===== src/core/dst_pkg.sv =====
/*
 Package for the dual-stage timer unit: timer indices, layouts, carriers
 and timing counts. Assumes a single 50 MHz core clock.
*/
package dst_pkg;
	localparam int unsigned CLK_PERIOD_NS    = 20;
	localparam int unsigned RESTART_CYCLES   = 2;
	localparam logic [1:0]  TMR_GEN_ONE      = 2'h0;
	localparam logic [1:0]  TMR_GEN_TWO      = 2'h1;
	localparam logic [1:0]  TMR_BAUD         = 2'h2;
	localparam logic [1:0]  TMR_WATCHDOG     = 2'h3;
	localparam int unsigned TMR_COUNT        = 4;
	localparam logic [7:0]  LATCH_RESET      = 8'hFF;
	localparam logic [7:0]  COUNT_RESET      = 8'hFF;
	localparam logic [1:0]  SEL_LOW          = 2'h0;
	localparam logic [1:0]  SEL_HIGH         = 2'h1;
	localparam logic [1:0]  SEL_FLAG         = 2'h2;

	// one processor access: timer index, which byte, data, strobes
	typedef struct packed {
		logic       wr;
		logic       rd;
		logic [1:0] timer;
		logic [1:0] sel;
		logic [7:0] data;
	} dst_access_s;

	typedef enum logic [1:0] {
		DST_RST_IDLE  = 2'b00,
		DST_RST_PULL  = 2'b01,
		DST_RST_DONE  = 2'b10
	} dst_restart_e;
endpackage : dst_pkg


===== src/core/dst_stage.sv =====
/*
 One 16-bit down-counter: low and high byte counters with reload latches.
 Assumes edge strobes come one cycle each from the parent.
*/
`timescale 1ns/1ps
module dst_stage
	import dst_pkg::*;
#(
	parameter bit HAS_PRESCALE    = 1'b1,
	// watchdog: high latch loads quietly and only arming or a timeout restarts the count
	parameter bit RESTART_ON_HIGH = 1'b1
) (
	// clock and reset
	input  wire logic       core_clk,
	input  wire logic       rst,
	// timer clock edges, enable and prescale select
	input  wire logic       fallEdge,
	input  wire logic       riseEdge,
	input  wire logic       enable,
	input  wire logic       prescale,
	// latch writes and reload
	input  wire logic       wrLow,
	input  wire logic       wrHigh,
	input  wire logic       reload,
	input  wire logic [7:0] wrData,
	// state
	output logic      [7:0] lowCount,
	output logic      [7:0] highCount,
	output logic            timeout
);
	logic [7:0] lowLatch;
	logic [7:0] highLatch;
	logic       lowZero;
	logic       highZero;
	logic       doReload;

	assign lowZero  = (lowCount == 8'h00);
	assign highZero = (highCount == 8'h00);
	assign timeout  = enable && riseEdge && highZero;
	assign doReload = timeout || (RESTART_ON_HIGH && wrHigh) || reload;

	always_ff @(posedge core_clk) begin
		if (rst) begin
			lowLatch  <= LATCH_RESET;
			highLatch <= LATCH_RESET;
		end else begin
			if (wrLow)
				lowLatch <= wrData;
			if (wrHigh)
				highLatch <= wrData;
		end
	end

	// latch write and reload in one cycle: take the new byte at once
	always_ff @(posedge core_clk) begin
		if (rst) begin
			lowCount  <= COUNT_RESET;
			highCount <= COUNT_RESET;
		end else if (doReload) begin
			lowCount  <= wrLow ? wrData : lowLatch;
			highCount <= wrHigh ? wrData : highLatch;
		end else if (enable && fallEdge) begin
			if (lowZero && HAS_PRESCALE && prescale)
				lowCount <= lowLatch;
			else
				lowCount <= lowCount - 8'h01;
			if (lowZero)
				highCount <= highCount - 8'h01;
		end
	end
endmodule : dst_stage


===== src/core/dst_timers.sv =====
/*
 Timer unit: two general timers, a baud timer and a watchdog restart timer.
 Assumes the processor access strobes last one cycle and all inputs are
 synchronous to core_clk.
*/
// Notes on behaviour
// - timer clock fall decrements low counter
// - prescale mode reloads low counter on expiry
// - watchdog has no prescale mode
// - low counter write goes to low latch
// - reads return live counter values
// - low zero at fall decrements high
// - high zero at rise sets flag on the two general timers
// - watchdog timeout pulls reset low two cycles
// - timeout reloads both counters from latches
// - high counter write stores high latch
// - high latch write restarts the count, except on the watchdog
// - watchdog idle until first arming rise
// - each arming rise reloads watchdog
// - arming fall leaves watchdog alone
// - writing one clears a flag, zero ignored
// - serial enable forces baud interval mode
`timescale 1ns/1ps
module dst_timers
	import dst_pkg::*;
(
	// clock and reset
	input  wire logic        core_clk,
	input  wire logic        rst,
	// timer clock input
	input  wire logic        timerClk,
	// processor access
	input  dst_access_s      access,
	output logic       [7:0] readData,
	// configuration
	input  wire logic  [1:0] prescaleEn,
	input  wire logic        baudIntervalCfg,
	input  wire logic        serialEn,
	input  wire logic        watchdog_arm_bit,
	input  wire logic  [1:0] irqEnable,
	// status
	output logic       [1:0] interrupt_flag_reg,
	output logic       [1:0] timerIrq,
	output logic             baudTick,
	output logic             baudIntervalMode,
	output logic             watchdogActive,
	output logic             chip_reset_pin_n_out,
	output logic             chip_reset_pin_n_oe
);
	logic        tclkPrev;
	logic        fallEdge;
	logic        riseEdge;
	logic        armPrev;
	logic        armRise;
	logic [7:0]  lowCount  [TMR_COUNT];
	logic [7:0]  highCount [TMR_COUNT];
	logic [TMR_COUNT-1:0] timeout;
	logic [TMR_COUNT-1:0] wrLow;
	logic [TMR_COUNT-1:0] wrHigh;
	logic        flagClearWr;
	dst_restart_e rstState;
	dst_restart_e next_rstState;
	logic [1:0]  pullCount;

	function automatic logic hits(input dst_access_s a, input logic [1:0] t,
		input logic [1:0] s);
		hits = a.wr && a.timer == t && a.sel == s;
	endfunction : hits

	assign fallEdge    = tclkPrev && !timerClk;
	assign riseEdge    = !tclkPrev && timerClk;
	assign armRise     = watchdog_arm_bit && !armPrev;
	assign flagClearWr = access.wr && access.sel == SEL_FLAG;

	always_ff @(posedge core_clk) begin
		if (rst) begin
			tclkPrev <= 1'b1;
			// start high so an arming bit held through reset is no rise
			armPrev  <= 1'b1;
		end else begin
			tclkPrev <= timerClk;
			armPrev  <= watchdog_arm_bit;
		end
	end

	for (genvar i = 0; i < TMR_COUNT; i++) begin : g_tmr
		assign wrLow[i]  = hits(access, 2'(i), SEL_LOW);
		// the watchdog high latch loads without restarting; arming does that
		assign wrHigh[i] = hits(access, 2'(i), SEL_HIGH);
		dst_stage #(
			.HAS_PRESCALE    (i < 2),
			.RESTART_ON_HIGH (i != TMR_WATCHDOG)
		) u_stage (
			.core_clk  (core_clk),
			.rst       (rst),
			.fallEdge  (fallEdge),
			.riseEdge  (riseEdge),
			.enable    ((i == TMR_WATCHDOG) ? watchdogActive : 1'b1),
			.prescale  ((i < 2) ? prescaleEn[i % 2] : 1'b0),
			.wrLow     (wrLow[i]),
			.wrHigh    (wrHigh[i]),
			.reload    ((i == TMR_WATCHDOG) && armRise),
			.wrData    (access.data),
			.lowCount  (lowCount[i]),
			.highCount (highCount[i]),
			.timeout   (timeout[i])
		);
	end

	always_ff @(posedge core_clk) begin
		if (rst)
			watchdogActive <= 1'b0;
		else if (armRise)
			watchdogActive <= 1'b1;
	end

	// set wins over a clear landing in the same cycle
	always_ff @(posedge core_clk) begin
		if (rst)
			interrupt_flag_reg <= 2'h0;
		else begin
			for (int k = 0; k < 2; k++) begin
				if (timeout[k])
					interrupt_flag_reg[k] <= 1'b1;
				else if (flagClearWr && access.data[k])
					interrupt_flag_reg[k] <= 1'b0;
			end
		end
	end

	always_ff @(posedge core_clk) begin
		if (rst)
			timerIrq <= 2'h0;
		else
			timerIrq <= interrupt_flag_reg & irqEnable;
	end

	always_ff @(posedge core_clk) begin
		if (rst) begin
			baudTick         <= 1'b0;
			baudIntervalMode <= 1'b0;
		end else begin
			baudTick         <= timeout[TMR_BAUD];
			baudIntervalMode <= serialEn || baudIntervalCfg;
		end
	end

	always_ff @(posedge core_clk) begin
		if (rst)
			readData <= 8'h00;
		else if (access.rd) begin
			case (access.sel)
				SEL_LOW:  readData <= lowCount[access.timer];
				SEL_HIGH: readData <= highCount[access.timer];
				SEL_FLAG: readData <= {6'h00, interrupt_flag_reg};
				default:  readData <= 8'h00;
			endcase
		end
	end

	always_comb begin
		next_rstState = rstState;
		case (rstState)
			DST_RST_IDLE: if (timeout[TMR_WATCHDOG]) next_rstState = DST_RST_PULL;
			DST_RST_PULL: if (pullCount == 2'(RESTART_CYCLES - 1))
				next_rstState = DST_RST_DONE;
			DST_RST_DONE: next_rstState = DST_RST_DONE;
			default:      next_rstState = DST_RST_IDLE;
		endcase
	end

	// after the pulse the chip reset arrives on rst and returns us to idle
	always_ff @(posedge core_clk) begin
		if (rst) begin
			rstState             <= DST_RST_IDLE;
			pullCount            <= 2'h0;
			chip_reset_pin_n_out <= 1'b1;
			chip_reset_pin_n_oe  <= 1'b0;
		end else begin
			rstState             <= next_rstState;
			pullCount            <= (next_rstState == DST_RST_PULL && rstState == DST_RST_PULL)
				? pullCount + 2'h1 : 2'h0;
			chip_reset_pin_n_out <= (next_rstState != DST_RST_PULL);
			chip_reset_pin_n_oe  <= (next_rstState == DST_RST_PULL);
		end
	end
endmodule : dst_timers


===== config.mk =====
export PLATFORM = sky130hd
export DESIGN_NAME = dst_timers
export DESIGN_NICKNAME = d
export VERILOG_FILES = /design/src/core/dst_pkg.sv /design/src/core/dst_stage.sv /design/src/core/dst_timers.sv
export SDC_FILE = /design/constraint.sdc
export NUM_CORES = 1
export LEC_CHECK = 0
export ABC_AREA = 1
export BUFFER_PORTS_ARGS = -buffer_cell sky130_fd_sc_hd__buf_2
export CORE_MARGIN = 2
export CORE_UTILIZATION = 57
export CTS_CLUSTER_DIAMETER = 100
export DETAILED_ROUTE_END_ITERATION = 16
export PLACE_DENSITY = 0.75
export SLEW_MARGIN = 40
export SYNTH_ARGS = -nofsm -noshare
export SYNTH_HDL_FRONTEND = slang
export SYNTH_HIERARCHICAL = 1
export SYNTH_SLANG_ARGS = --single-unit
export TNS_END_PERCENT = 100

===== constraint.sdc =====
create_clock -name core_clk -period 3.4 [get_ports core_clk]
set_input_delay 1.02 -clock core_clk [delete_from_list [all_inputs] [get_ports core_clk]]
set_output_delay 1.02 -clock core_clk [all_outputs]
set_load 0.05 [all_outputs]

==> flow_metrics.env <==
export IMPL_min_path_type="flop to flop"
export IMPL_gp_congestion=1.000
export IMPL_antenna_found_initial=0
export IMPL_slowest_delay_ns=0.45
export IMPL_dieWidth_um=129.0
export IMPL_drv_cap=0
export IMPL_crit_chain="buf_2, inv_1, nor2_1, inv_1, nor3_1, buf_4, nor2_2, inv_1, nor2_2, nand2_1, nand2_1, nand2_1"
export IMPL_power_density_nw_per_um2=469.8
export IMPL_ys_flop_type="dfxtp_1"
export IMPL_setup_viol=0
export IMPL_yosys_register_bits=151
export IMPL_port_buffers=40
export IMPL_cts_buffer_depth=2
export IMPL_cp_arrival_ns=2.84
export IMPL_io_pins=41
export IMPL_dp_hpwl_mm=17.38
export IMPL_insertion_delay_ns=0.44
export IMPL_drtIter0Drc=884
export IMPL_switching_share=0.2806
export IMPL_dieArea_um2=16630
export IMPL_ys_warn_count=6
export IMPL_holdWs_ns=0.4214
export IMPL_max_freq_ghz=0.3972
export IMPL_pre_cts_slack_ns=0.4568
export IMPL_p_clk_frac=0.464
export IMPL_final_antenna_net_count=0
export IMPL_synthesis_area_um2=8902
export IMPL_ctsResizeCount=0
export IMPL_worst_slew_pin_slew_ns=0.7541
export IMPL_setup_tns_final_ns=0
export IMPL_synthTopCellsByArea="dfxtp_1 (34%), nand2_1 (22%), nand3_1 (8.8%)"
export IMPL_cts_made_buffers=17
export IMPL_num_antenna_cells=0
export IMPL_pwr_share_comb=0.118
export IMPL_path_buf_inv=5
export IMPL_final_max_slew_viol_count=0
export IMPL_clk_pin_slew_ns=0.07
export IMPL_grt_first_pass_wirelength_mm=39.30
export IMPL_yosysUniqueCellTypes=43
export IMPL_crit_required_ns=3.73
export IMPL_syn_area_per_cell_um2=6.604
export IMPL_rsz0062_at_grt="false"
export IMPL_htree_levels=4
export IMPL_p_leak_uw=0.004798
export IMPL_start_kind="primary input"
export IMPL_p_seq_frac=0.418
export IMPL_grt_pass1_vias=7828
export IMPL_skew_ns=0.007820
export IMPL_internal_power_uw=3333
export IMPL_synth_cells=1348
export IMPL_vias=8545
export IMPL_layout_setup_ws_ns=0.8821
export IMPL_start_util=0.5834
export IMPL_yosysTopAreaCell="dfxtp_1"
export IMPL_p_switching_uw=1300
export IMPL_drc_errors=0
export IMPL_hold_viol_final=0
export IMPL_crit_type="primary input to flop"
export IMPL_area_growth_pct=10.77
export IMPL_vias_per_cell=5.291
export IMPL_nNetsFinal=1428
export IMPL_cts_tree="done"
export IMPL_layout_drive_gt1_share=0.1325
export IMPL_synth_top_cell_area_share=0.3396
export IMPL_wl_per_cell_um=15.18
export IMPL_worstSetupEndpointType="flop"
export IMPL_ys_seq_area_frac=0.3396
export IMPL_cts_hold_buf=0
export IMPL_critPathSlowestCell="nor2_2"
export IMPL_post_cts_setup_buffers=0
export IMPL_relSlewSlack=0.4942
export IMPL_grt_max_degree=28
export IMPL_core_area_um2=15260
export IMPL_cp_top_family="simple AND/OR/NAND/NOR gates"
export IMPL_root_buffer="clkbuf_16"
export IMPL_synth_edff_count=0
export IMPL_async_flop_share=0
export IMPL_clock_sinks=151
export IMPL_rows=45
export IMPL_grt_overflow=0
export IMPL_drtPass1Iterations=5
export IMPL_die_h_um=129.0
export IMPL_post_route_min_period_ns=2.518
export IMPL_ir_drop_uv=400.3
export IMPL_drt_wl_total_mm=24.52
export IMPL_cp_max_fo=14
export IMPL_timing_final_crit_share=0.7406
export IMPL_status="finished, final reports clean"
export IMPL_grt_usage=0.3045
## Yosys cell counts (2+ instances only)
| cell | instances |
|---|---|
| nand2_1 | 510 |
| nand3_1 | 157 |
| dfxtp_1 | 151 |
| inv_1 | 128 |
| nor2_1 | 107 |
| o21ai_0 | 36 |
| a21oi_1 | 30 |
| nand4_1 | 18 |
| a21oi_2 | 17 |
| nor2_2 | 17 |
| nand2_2 | 14 |
| nand3_2 | 14 |
| ha_1 | 13 |
| nor2_4 | 13 |
| xor2_1 | 13 |
| mux2i_1 | 12 |
| xnor2_1 | 11 |
| buf_2 | 10 |
| clkbuf_1 | 10 |
| nor3_1 | 10 |
| buf_6 | 7 |
| buf_4 | 5 |
| or2_2 | 5 |
| buf_12 | 4 |
| nand3_4 | 4 |
| o21ai_1 | 4 |
| clkinv_1 | 3 |
| nand2_4 | 3 |
| nor2_8 | 3 |
| o21ai_2 | 3 |
| conb_1 | 2 |
| inv_2 | 2 |
| o21bai_1 | 2 |
## cells in the final DEF, fill, tap and decap left out, drive strengths merged
| master | n |
|---|---|
| a21oi | 47 |
| and3 | 1 |
| buf | 54 |
| bufinv | 5 |
| clkbuf | 17 |
| clkinv | 5 |
| clkinvlp | 2 |
| conb | 11 |
| dfxtp | 151 |
| ha | 13 |
| inv | 138 |
| mux2i | 12 |
| nand2 | 528 |
| nand3 | 175 |
| nand3b | 1 |
| nand4 | 18 |
| nor2 | 140 |
| nor3 | 10 |
| o21ai | 43 |
| o21bai | 3 |
| o31ai | 1 |
| or2 | 5 |
| xnor2 | 11 |
| xor2 | 13 |
## final cells by class
type | count | area (um2)
Multi-Input combinational cell | 1032 | 5076
Clock inverter | 15 | 237.7
Tap cell | 211 | 264.0
Inverter | 135 | 516.7
Timing Repair Buffer | 54 | 317.8
Sequential cell | 151 | 3023
Fill cell | 1438 | 5398
Clock buffer | 17 | 425.4
## stage by stage
step	instances	power, uW	utilization	area, um2
finish	1615	4633	0.6462	9861
detailed placement	1583	2509	0.6028	9198
global route	1615	4808	0.6462	9861
floorplan	1357	2356	-	8936
global placement	1583	2500	0.6028	9198
CTS	1615	4649	0.6462	9861
## logic make-up after synthesis
kind of cell,synth area share
and+or+nand+nor,0.4465
buffers and inverters,0.09403
DFF,0.3396
AOI/OAI and AO/OA,0.06367
xor gates and xnor gates,0.02361
adders and majority gates,0.01827
muxes,0.01349
other,0.0008436
## final timing paths
kind	start	to	slack (ns)	cells past startpoint
setup / recovery	access[8]	g_tmr[2].u_stage/highCount[7]	0.88	12
setup reg to reg	tclkPrev	g_tmr[1].u_stage/highCount[3]	1.39	7
hold / removal	pullCount[0]	pullCount[0]	0.42	1
hold reg to reg	pullCount[0]	pullCount[0]	0.42	1
## power groups by stage
stage / Clock (uW) / Combinational, uW / Sequential (uW)
finish: 2150 / 548 / 1930
global route: 2250 / 617 / 1940
CTS: 2170 / 544 / 1930
detailed placement: 0 / 539 / 1970
global placement: 0 / 531 / 1970
floorplan: 0 / 394 / 1960
## worst reg2reg max path, cell delays in order, from the launching register on
cell and delay (ns):
dfxtp_1 0.31, nor2_1 0.46, and3_2 0.33, nand3_4 0.10, nand2_4 0.28, nor2_1 0.23, nand2_1 0.13, nand3_2 0.07
## metal layers
metal / GRT usage / wire, um / up-vias
li1: - / - / 4337
met1: 0.3900 / 10670 / 3898
met2: 0.5082 / 11530 / 261
met3: 0.06237 / 1609 / 49
met4: 0.1125 / 711 / 0
met5: 0 / 0 / -
No activity file was read; power rests on OpenSTA's default activity.
